<file path="config.mk">
export PLATFORM = sky130hd
export DESIGN_NAME = i2csd_top
export DESIGN_NICKNAME = d
export VERILOG_FILES = /design/src/i2csd_pkg.sv /design/src/i2csd_mem_if.sv /design/src/i2csd_buf.sv /design/src/i2csd_top.sv
export SDC_FILE = /design/constraint.sdc
export NUM_CORES = 2
export LEC_CHECK = 0
export BUFFER_PORTS_ARGS = -buffer_cell sky130_fd_sc_hd__buf_4
export CAP_MARGIN = 20
export CORE_AREA = 2 2 374 376
export DETAILED_ROUTE_END_ITERATION = 12
export DIE_AREA = 0 0 376 378
export PLACE_DENSITY = 0.83
export SETUP_SLACK_MARGIN = 0.4
export SYNTH_ARGS = -nofsm -noshare
export SYNTH_HDL_FRONTEND = slang
export SYNTH_SLANG_ARGS = --single-unit
</file>
<file path="constraint.sdc">
create_clock -name hclk -period 5.9 [get_ports hclk]
set_input_delay 1.18 -clock hclk [delete_from_list [all_inputs] [get_ports hclk]]
set_output_delay 1.18 -clock hclk [all_outputs]
set_load 0.01 [all_outputs]
</file>
<file path="src/i2csd_pkg.sv">
// Functional notes
// - The slave answers as receiver or transmitter to the 7-bit address held in bits 7:1 of its own address register.
// - Two hold-time detection registers exist, one for the display channel slave and one for the multi-master slave, both reset to zero.
// - With bit 7 of a hold-time register clear, detection needs exactly one sample and bits 6:0 are ignored.
// - Hold-time samples are taken at half the system clock rate.
// - The display channel joins a two-wire slave with a 256-byte buffer that the processor fills before a host reads it.
// - The display channel only ever acts as a slave and never starts a transfer.
// - Both the DDC1 and the DDC2b protocols are served without per-byte processor work.
// - A software mode lets the processor supply each transmitted byte on request.
// - The link uses vertical sync, serial data and serial clock pins.
// - Bytes move most significant bit first.
// - The buffer pointer steps by one after every buffer access by software or by the link.
package i2csd_pkg;

    // ****************************************************************
    // Register indices; the byte address is four times the index.
    // ****************************************************************
    localparam logic [7:0] IDX_HOLD_DDC = 8'hD1;
    localparam logic [7:0] IDX_HOLD_MM  = 8'hD2;
    localparam logic [7:0] IDX_DAT      = 8'hD0;
    localparam logic [7:0] IDX_OWN      = 8'hCF;
    localparam logic [7:0] IDX_BUF      = 8'hD4;
    localparam logic [7:0] IDX_TXD      = 8'hD5;
    localparam logic [7:0] IDX_PTR      = 8'hD6;
    localparam logic [7:0] IDX_CTRL     = 8'hD7;
    localparam logic [7:0] IDX_STAT     = 8'hD8;
    localparam logic [7:0] IDX_MASK     = 8'hD9;

    // ****************************************************************
    // Reset values and field positions.
    // ****************************************************************
    localparam logic [7:0] HOLD_RST     = 8'h00;
    localparam logic [7:0] OWN_RST      = 8'hA0;
    localparam logic [7:0] CTRL_RST     = 8'h00;
    localparam int unsigned CTRL_EN     = 0;
    localparam int unsigned CTRL_DDC1   = 1;
    localparam int unsigned CTRL_SW     = 2;
    localparam int unsigned CTRL_MODE2  = 7;
    localparam int unsigned EV_W        = 5;
    localparam int unsigned EV_ADDR     = 0;
    localparam int unsigned EV_RX       = 1;
    localparam int unsigned EV_TXREQ    = 2;
    localparam int unsigned EV_STOP     = 3;
    localparam int unsigned EV_SWITCH   = 4;
    localparam logic [3:0] BIT_LAST     = 4'h8;
    localparam logic [3:0] DDC1_NULL    = 4'h8;
    localparam int unsigned SAMPLE_DIV  = 2;
    localparam logic [2:0] HSIZE_WORD   = 3'h2;

    typedef enum logic [2:0] {
        I2CSD_IDLE, I2CSD_ADDR, I2CSD_AACK, I2CSD_RX, I2CSD_RACK, I2CSD_TX, I2CSD_TACK
    } i2csd_state_t;

    function automatic logic [7:0] hold_samples(input logic [7:0] v);
        return v[7] ? ({1'b0, v[6:0]} + 8'h01) : 8'h01;
    endfunction

endpackage

</file>
<file path="src/i2csd_mem_if.sv">
`timescale 1ns/1ns
interface i2csd_mem_if #(parameter int unsigned AW = 8);
    logic          we;
    logic [AW-1:0] wa;
    logic [7:0]    wd;
    logic          re;
    logic [AW-1:0] ra;
    logic [7:0]    rd;
    modport mem  (input we, wa, wd, re, ra, output rd);
    modport user (output we, wa, wd, re, ra, input rd);
endinterface

</file>
<file path="src/i2csd_buf.sv">
`timescale 1ns/1ns
module i2csd_buf #(
    parameter int unsigned AW = 8
) (
    input wire logic hclk,
    i2csd_mem_if.mem m
);
    logic [7:0] mem_q [0:(1<<AW)-1];
    logic [7:0] rd_q;

    always_ff @(posedge hclk) begin
        if (m.we) begin
            mem_q[m.wa] <= m.wd;
        end
    end

    always_ff @(posedge hclk) begin
        if (m.re) begin
            rd_q <= mem_q[m.ra];
        end
    end

    assign m.rd = rd_q;
endmodule // i2csd_buf

</file>
<file path="src/i2csd_top.sv">
// Chosen here: register access over AHB-Lite.
`timescale 1ns/1ns
module i2csd_top
    import i2csd_pkg::*;
#(
    parameter int unsigned AW = 8
) (
    input  wire logic        hclk,
    input  wire logic        hresetn,
    input  wire logic        hsel,
    input  wire logic [31:0] haddr,
    input  wire logic [1:0]  htrans,
    input  wire logic        hwrite,
    input  wire logic [2:0]  hsize,
    input  wire logic        hready,
    input  wire logic [31:0] hwdata,
    output logic      [31:0] hrdata,
    output logic             hreadyout,
    output logic             hresp,
    output logic             irq,
    input  wire logic        vsync_i,
    input  wire logic        scl_i,
    input  wire logic        sda_i,
    output logic             sda_o,
    output logic             sda_oe
);

    // ****************************************************************
    // Declarations.
    // ****************************************************************
    logic [2:0]      vs_sync_q, scl_sync_q, sda_sync_q;
    logic            vs_rise, scl_rise, scl_fall, scl_s, sda_s;
    logic            tick_q, ref_q, start_q, stop_q;
    logic [7:0]      cnt_q, need;
    logic [7:0]      hold_ddc_q, hold_mm_q, own_q, ctrl_q, txd_q, dat_q;
    logic [EV_W-1:0] st_q, mask_q, ev_q;
    logic [AW-1:0]   ptr_q;
    logic            wr_q, rd_q, buf_rd_q, acc, ahb_buf_rd;
    logic [7:0]      idx_q;
    i2csd_state_t    state_q;
    logic [3:0]      bit_q, d1cnt_q;
    logic [7:0]      rx_q, tx_q;
    logic            rw_q, ack_q, first_q, mode2_q, d1low_q, ptr_set_q;
    logic            txv_q, fetch_q, fack_q, fetch_go;
    logic            en, sw, d1_act, i2c_act, load_next, shift_tx, buf_wr;

    i2csd_mem_if #(.AW(AW)) mif ();

    i2csd_buf #(.AW(AW)) u_buf (
        .hclk (hclk),
        .m    (mif.mem)
    );

    // ****************************************************************
    // Pin synchronisers and edge detection.
    // ****************************************************************
    always_ff @(posedge hclk or negedge hresetn) begin
        if (!hresetn) begin
            vs_sync_q  <= 3'h0;
            scl_sync_q <= 3'h7;
            sda_sync_q <= 3'h7;
        end else begin
            vs_sync_q  <= {vs_sync_q[1:0], vsync_i};
            scl_sync_q <= {scl_sync_q[1:0], scl_i};
            sda_sync_q <= {sda_sync_q[1:0], sda_i};
        end
    end

    assign scl_s    = scl_sync_q[1];
    assign sda_s    = sda_sync_q[1];
    assign vs_rise  = vs_sync_q[1] & ~vs_sync_q[2];
    assign scl_rise = scl_sync_q[1] & ~scl_sync_q[2];
    assign scl_fall = ~scl_sync_q[1] & scl_sync_q[2];

    // ****************************************************************
    // Start and stop detection with programmable hold time.
    // ****************************************************************
    always_ff @(posedge hclk or negedge hresetn) begin
        if (!hresetn) begin
            tick_q <= 1'b0;
        end else begin
            tick_q <= ~tick_q;
        end
    end

    assign need = hold_samples(hold_ddc_q);

    always_ff @(posedge hclk or negedge hresetn) begin
        if (!hresetn) begin
            ref_q   <= 1'b1;
            cnt_q   <= 8'h00;
            start_q <= 1'b0;
            stop_q  <= 1'b0;
        end else begin
            start_q <= 1'b0;
            stop_q  <= 1'b0;
            if (sda_s == ref_q) begin
                cnt_q <= 8'h00;
            end else if (!scl_s) begin
                ref_q <= sda_s;
                cnt_q <= 8'h00;
            end else if (tick_q) begin
                if (cnt_q + 8'h01 == need) begin
                    ref_q   <= sda_s;
                    cnt_q   <= 8'h00;
                    start_q <= ~sda_s;
                    stop_q  <= sda_s;
                end else begin
                    cnt_q <= cnt_q + 8'h01;
                end
            end
        end
    end

    // ****************************************************************
    // Link engine: DDC1 stream and two-wire slave.
    // ****************************************************************
    assign en      = ctrl_q[CTRL_EN];
    assign sw      = ctrl_q[CTRL_SW];
    assign d1_act  = en & ctrl_q[CTRL_DDC1] & ~mode2_q;
    assign i2c_act = en & ~d1_act;

    always_comb begin
        load_next = (i2c_act & scl_fall & (((state_q == I2CSD_AACK) & rw_q)
                    | ((state_q == I2CSD_TACK) & ack_q)))
                    | (d1_act & ~scl_fall & vs_rise & (d1cnt_q == DDC1_NULL));
        shift_tx  = (i2c_act & scl_fall & (state_q == I2CSD_TX))
                    | (d1_act & ~scl_fall & vs_rise & (d1cnt_q != DDC1_NULL));
    end

    always_ff @(posedge hclk or negedge hresetn) begin
        if (!hresetn) begin
            state_q   <= I2CSD_IDLE;
            bit_q     <= 4'h0;
            rx_q      <= 8'h00;
            rw_q      <= 1'b0;
            ack_q     <= 1'b0;
            first_q   <= 1'b0;
            mode2_q   <= 1'b0;
            d1cnt_q   <= DDC1_NULL;
            d1low_q   <= 1'b0;
            ev_q      <= '0;
            ptr_set_q <= 1'b0;
            dat_q     <= 8'h00;
        end else begin
            ev_q      <= '0;
            ptr_set_q <= 1'b0;
            if (wr_q && idx_q == IDX_DAT) begin
                dat_q <= hwdata[7:0];
            end
            if (load_next && sw) begin
                ev_q[EV_TXREQ] <= 1'b1;
            end
            if (!en) begin
                state_q <= I2CSD_IDLE;
                mode2_q <= 1'b0;
                d1cnt_q <= DDC1_NULL;
                d1low_q <= 1'b0;
            end else if (d1_act) begin
                if (scl_fall) begin
                    mode2_q           <= 1'b1;
                    ev_q[EV_SWITCH]   <= 1'b1;
                    d1low_q           <= 1'b0;
                end else if (vs_rise) begin
                    if (d1cnt_q == DDC1_NULL) begin
                        d1low_q <= 1'b0;
                        d1cnt_q <= 4'h0;
                    end else begin
                        d1low_q <= ~tx_q[7];
                        d1cnt_q <= d1cnt_q + 4'h1;
                    end
                end
            end else if (start_q) begin
                state_q <= I2CSD_ADDR;
                bit_q   <= 4'h0;
            end else if (stop_q) begin
                if (state_q != I2CSD_IDLE) begin
                    ev_q[EV_STOP] <= 1'b1;
                end
                state_q <= I2CSD_IDLE;
            end else if (scl_rise) begin
                if (state_q == I2CSD_ADDR || state_q == I2CSD_RX) begin
                    rx_q  <= {rx_q[6:0], sda_s};
                    bit_q <= bit_q + 4'h1;
                end else if (state_q == I2CSD_TX) begin
                    bit_q <= bit_q + 4'h1;
                end else if (state_q == I2CSD_TACK) begin
                    ack_q <= ~sda_s;
                end
            end else if (scl_fall) begin
                case (state_q)
                    I2CSD_ADDR: begin
                        if (bit_q == BIT_LAST) begin
                            if (rx_q[7:1] == own_q[7:1]) begin
                                state_q       <= I2CSD_AACK;
                                rw_q          <= rx_q[0];
                                first_q       <= ~rx_q[0];
                                ev_q[EV_ADDR] <= 1'b1;
                            end else begin
                                state_q <= I2CSD_IDLE;
                            end
                        end
                    end
                    I2CSD_AACK: begin
                        state_q <= rw_q ? I2CSD_TX : I2CSD_RX;
                        bit_q   <= 4'h0;
                    end
                    I2CSD_RX: begin
                        if (bit_q == BIT_LAST) begin
                            state_q <= I2CSD_RACK;
                            first_q <= 1'b0;
                            if (first_q) begin
                                ptr_set_q <= 1'b1;
                            end else begin
                                dat_q       <= rx_q;
                                ev_q[EV_RX] <= 1'b1;
                            end
                        end
                    end
                    I2CSD_RACK: begin
                        state_q <= I2CSD_RX;
                        bit_q   <= 4'h0;
                    end
                    I2CSD_TX: begin
                        if (bit_q == BIT_LAST) begin
                            state_q <= I2CSD_TACK;
                        end
                    end
                    I2CSD_TACK: begin
                        state_q <= ack_q ? I2CSD_TX : I2CSD_IDLE;
                        bit_q   <= 4'h0;
                    end
                    default: begin
                        state_q <= I2CSD_IDLE;
                    end
                endcase
            end
        end
    end

    // ****************************************************************
    // Transmit byte, buffer fetch and pointer.
    // ****************************************************************
    assign fetch_go = fetch_q & ~ahb_buf_rd;

    always_ff @(posedge hclk or negedge hresetn) begin
        if (!hresetn) begin
            tx_q    <= 8'hFF;
            txv_q   <= 1'b0;
            fetch_q <= 1'b0;
            fack_q  <= 1'b0;
        end else begin
            fack_q <= fetch_go;
            if (fetch_go) begin
                fetch_q <= 1'b0;
            end
            if (fack_q) begin
                tx_q  <= mif.rd;
                txv_q <= 1'b1;
            end else if (load_next) begin
                if (sw) begin
                    tx_q  <= txd_q;
                    txv_q <= 1'b1;
                end else begin
                    fetch_q <= 1'b1;
                    txv_q   <= 1'b0;
                end
            end else if (shift_tx) begin
                tx_q <= {tx_q[6:0], 1'b1};
            end
        end
    end

    always_ff @(posedge hclk or negedge hresetn) begin
        if (!hresetn) begin
            ptr_q <= '0;
        end else if (wr_q && idx_q == IDX_PTR) begin
            ptr_q <= hwdata[AW-1:0];
        end else if (ptr_set_q) begin
            ptr_q <= rx_q[AW-1:0];
        end else begin
            ptr_q <= ptr_q + AW'(ahb_buf_rd | fetch_go) + AW'(buf_wr);
        end
    end

    assign buf_wr  = wr_q & (idx_q == IDX_BUF);
    assign mif.we  = buf_wr;
    assign mif.wa  = ptr_q;
    assign mif.wd  = hwdata[7:0];
    assign mif.re  = ahb_buf_rd | fetch_go;
    assign mif.ra  = ptr_q + AW'(buf_wr);

    assign sda_o  = 1'b0;
    assign sda_oe = (i2c_act & ((state_q == I2CSD_AACK) | (state_q == I2CSD_RACK)
                    | ((state_q == I2CSD_TX) & txv_q & ~tx_q[7]))) | (d1_act & d1low_q);

    // ****************************************************************
    // Bus slave and registers.
    // ****************************************************************
    assign acc        = hsel & htrans[1] & hready & (hsize == HSIZE_WORD) & (haddr[31:10] == 22'h0);
    assign ahb_buf_rd = acc & ~hwrite & (haddr[9:2] == IDX_BUF);

    always_ff @(posedge hclk or negedge hresetn) begin
        if (!hresetn) begin
            wr_q     <= 1'b0;
            rd_q     <= 1'b0;
            buf_rd_q <= 1'b0;
            idx_q    <= 8'h00;
        end else if (hready) begin
            wr_q     <= acc & hwrite;
            rd_q     <= acc & ~hwrite;
            buf_rd_q <= ahb_buf_rd;
            idx_q    <= haddr[9:2];
        end
    end

    always_ff @(posedge hclk or negedge hresetn) begin
        if (!hresetn) begin
            hold_ddc_q <= HOLD_RST;
            hold_mm_q  <= HOLD_RST;
            own_q      <= OWN_RST;
            ctrl_q     <= CTRL_RST;
            txd_q      <= 8'h00;
            mask_q     <= '0;
        end else if (wr_q) begin
            case (idx_q)
                IDX_HOLD_DDC: hold_ddc_q <= hwdata[7:0];
                IDX_HOLD_MM:  hold_mm_q  <= hwdata[7:0];
                IDX_OWN:      own_q      <= hwdata[7:0];
                IDX_CTRL:     ctrl_q     <= {1'b0, hwdata[6:0]};
                IDX_TXD:      txd_q      <= hwdata[7:0];
                IDX_MASK:     mask_q     <= hwdata[EV_W-1:0];
                default:      ;
            endcase
        end
    end

    always_ff @(posedge hclk or negedge hresetn) begin
        if (!hresetn) begin
            st_q <= '0;
        end else if (wr_q && idx_q == IDX_STAT) begin
            st_q <= (st_q & ~hwdata[EV_W-1:0]) | ev_q;
        end else begin
            st_q <= st_q | ev_q;
        end
    end

    assign irq = |(st_q & mask_q);

    always_comb begin
        hrdata = 32'h0;
        if (rd_q) begin
            case (idx_q)
                IDX_HOLD_DDC: hrdata[7:0] = hold_ddc_q;
                IDX_HOLD_MM:  hrdata[7:0] = hold_mm_q;
                IDX_DAT:      hrdata[7:0] = dat_q;
                IDX_OWN:      hrdata[7:0] = own_q;
                IDX_BUF:      hrdata[7:0] = mif.rd;
                IDX_TXD:      hrdata[7:0] = txd_q;
                IDX_PTR:      hrdata[AW-1:0] = ptr_q;
                IDX_CTRL:     hrdata[7:0] = {mode2_q, ctrl_q[6:0]};
                IDX_STAT:     hrdata[EV_W-1:0] = st_q;
                IDX_MASK:     hrdata[EV_W-1:0] = mask_q;
                default:      hrdata = 32'h0;
            endcase
        end
    end

    assign hreadyout = 1'b1;
    assign hresp     = 1'b0;
endmodule // i2csd_top

</file>
==> results.sh <==
export IMPL_max_flop_register="u_buf.mem_q"
export IMPL_drc_errors=0
export IMPL_relSlewSlack_pct=16.0
export IMPL_rrSetupSlack_ps=450
export IMPL_design_area_um2=95600
export IMPL_min_to="sda_sync_q[1]"
export IMPL_synthFlopType="edfxtp_1"
export IMPL_async_reset_ff_share_pct=6.20
export IMPL_hold_ws_ps=355
export IMPL_top_layer="met5"
export IMPL_cts_hold_buf=0
export IMPL_wl_per_cell_um=38.8
export IMPL_ctsLongestPathBuffers=3
export IMPL_vdd_drop_max_v=0.000382
export IMPL_cts_buffers=203
export IMPL_cts_max_level=4
export IMPL_grt_ovfl_total=0
export IMPL_grt_start_max_net_pins=197
export IMPL_clk_latency_ps=870
export IMPL_numPortBuffers=59
export IMPL_clock_sinks=2192
export IMPL_synth_edf_count=2056
export IMPL_antenna_found_initial=7
export IMPL_min_path_cells=0
export IMPL_nets=4242
export IMPL_die_h_um=378
export IMPL_grt_setup_unrepaired="true"
export IMPL_yosysSeqAreaShare_pct=75.4
export IMPL_dr_first_iter_drc_count=8314
export IMPL_run_status="finished clean"
export IMPL_r2r_start="idx_q[5]"
export IMPL_min_from="sda_sync_q[0]"
export IMPL_rr_worst_depth=13
export IMPL_nFillCells=7383
export IMPL_rows=137
export IMPL_vias=45686
export IMPL_cp_start_kind="flip-flop"
export IMPL_crit_start="idx_q[5]"
export IMPL_synthToLayoutAreaGrowth_pct=10.5
export IMPL_r2r_end="u_buf.m.rd[4]"
export IMPL_fin_setup_tns_ps=0
export IMPL_synth_cell_types=64
export IMPL_dpl_cell_area_um2=89100
export IMPL_core_um2=139000
export IMPL_largest_reg_flops=2048
export IMPL_drv_slew=0
export IMPL_grt_pass1_wl_mm=338
export IMPL_root_buffer="clkbuf_16"
export IMPL_drive_gt1_share_pct=27.3
export IMPL_dr_wl_met3_mm=27.8
export IMPL_gp_congestion=0.879
export IMPL_required_ps=6450
export IMPL_hp_class="reg2reg"
export IMPL_hold_viol=0
export IMPL_final_setup_viol_count=0
export IMPL_arrival_ps=6000
export IMPL_period_needed_ps=5450
export IMPL_fin_worst_skew_ps=54.7
export IMPL_initial_core_util_pct=62.4
export IMPL_first_pass_iters=8
export IMPL_power_density_nw_per_um2=416
export IMPL_worstSetupPathType="reg2reg"
export IMPL_worst_path_max_fanout=57
export IMPL_final_common_cell="edfxtp_1"
export IMPL_clkTransAtPathRegs_ps=70
export IMPL_ys_ff_latch=2192
export IMPL_fin_crit_sh_pct=92.4
export IMPL_endpoint_kind="flip-flop"
export IMPL_final_cell_mix="edfxtp_1 (2,056), mux4_2 (643), nor2_1 (300)"
export IMPL_wl_met2_mm=115
export IMPL_die_x_um=376
export IMPL_wl_met1_mm=79.0
export IMPL_max_freq_mhz=183
export IMPL_cts_resized=5
export IMPL_leakage_nw=30.3
export IMPL_maxCapViolations=0
export IMPL_syn_inst=4048
export IMPL_cts_setup_buffers=0
export IMPL_cts_tree="done"
export IMPL_io_pins=114
export IMPL_hpwl_mm=117
export IMPL_drt_vias_per_instance=7.47
export IMPL_dieArea_um2=142000
export IMPL_grt_usage_pct=33.8
export IMPL_ant_nets=0
export IMPL_wl_mm=237
export IMPL_synth_area_per_cell_um2=21.4
export IMPL_first_global_vias=45539
export IMPL_tightest_slew_ps=1250
export IMPL_syn_cell_area_um2=86500
export IMPL_synth_warnings=0
-- metrics by stage --
stage | setup slack, ps | util [%] | total power [W] | instances
2_1_floorplan | 1680 | - | 0.0238 | 4073
3_3_place_gp | 627 | 64.3 | 0.0263 | 5749
3_5_place_dp | 429 | 64.3 | 0.0265 | 5750
4_1_cts | 402 | 68.9 | 0.0396 | 6111
5_1_grt | 305 | 69.0 | 0.0405 | 6116
6_report | 449 | 69.0 | 0.0398 | 6119
-- layout make-up --
class,count,area (µm²),share of cell area (%)
sequential,2192,65200,68.2
multi-input combinational,1605,20300,21.3
clock buffer,256,5380,5.63
tap,1807,2260,2.37
timing repair buffer,130,1450,1.52
clock inverter,105,903,0.945
inverter,21,78.8,0.0825
antenna,3,7.51,0.00786
-- cell families after synthesis --
family	count (synthesis)	synth area share [%]
xor gates and xnor gates	34	0.344
AOI/OAI and AO/OA	230	1.81
and+or+nand+nor	561	2.82
DFF	2192	75.4
other	2	0.00868
muxes	741	18.0
buffers and inverters	276	1.51
adders and majority gates	12	0.182
-- report_power, final --
part / leakage, nW / internal, W / switching [W] / total [W]
Clock: 3.08 / 0.00698 / 0.00602 / 0.0130
Combinational: 7.09 / 0.00459 / 0.00500 / 0.00959
Sequential: 20.2 / 0.0171 / 0.000116 / 0.0172
-- per-layer routing --
layer  vias to the layer above  global-route usage [%]
met3                       915                    8.23
met5                         -                       0
met2                      4298                    53.2
met4                        18                    18.4
li1                      16954                       -
met1                     23501                    44.3
-- critical path, stage by stage (launching register included) --
cell	delay, ps
dfrtp_1	380
and3b_1	340
nand2_1	210
nor2_2	260
nand2_1	240
nor2_1	310
ha_4	320
buf_12	360
mux4_2	610
mux4_2	570
a22oi_1	480
nand2_1	230
a22oi_1	380
o221ai_1	300
-- worst max path at each step --
stage,end,slack [ps],depth (start not counted)
after CTS,u_buf.m.rd[0],400,13
after global routing,u_buf.m.rd[4],310,14
after detailed placement,u_buf.m.rd[3],430,14
after global placement,u_buf.m.rd[3],630,14
after floorplan,u_buf.m.rd[0],1680,16
final,u_buf.m.rd[4],450,13
-- synth_stat cells, types with 19 or more instances --
cell	n	area share, %
mux2i_1	35	0.41
inv_1	21	0.091
nand3_1	29	0.17
dfrtp_1	119	3.4
buf_4	29	0.25
a21oi_1	41	0.24
a221oi_1	19	0.19
nor3_1	20	0.12
nand2_1	125	0.54
buf_2	64	0.37
mux4_2	643	17
a22oi_1	45	0.39
edfxtp_1	2056	71
mux2_2	63	0.82
buf_1	23	0.10
nor2_1	301	1.3
o21ai_0	53	0.31
clkbuf_1	128	0.56
Power figures use the tool's default switching activity.
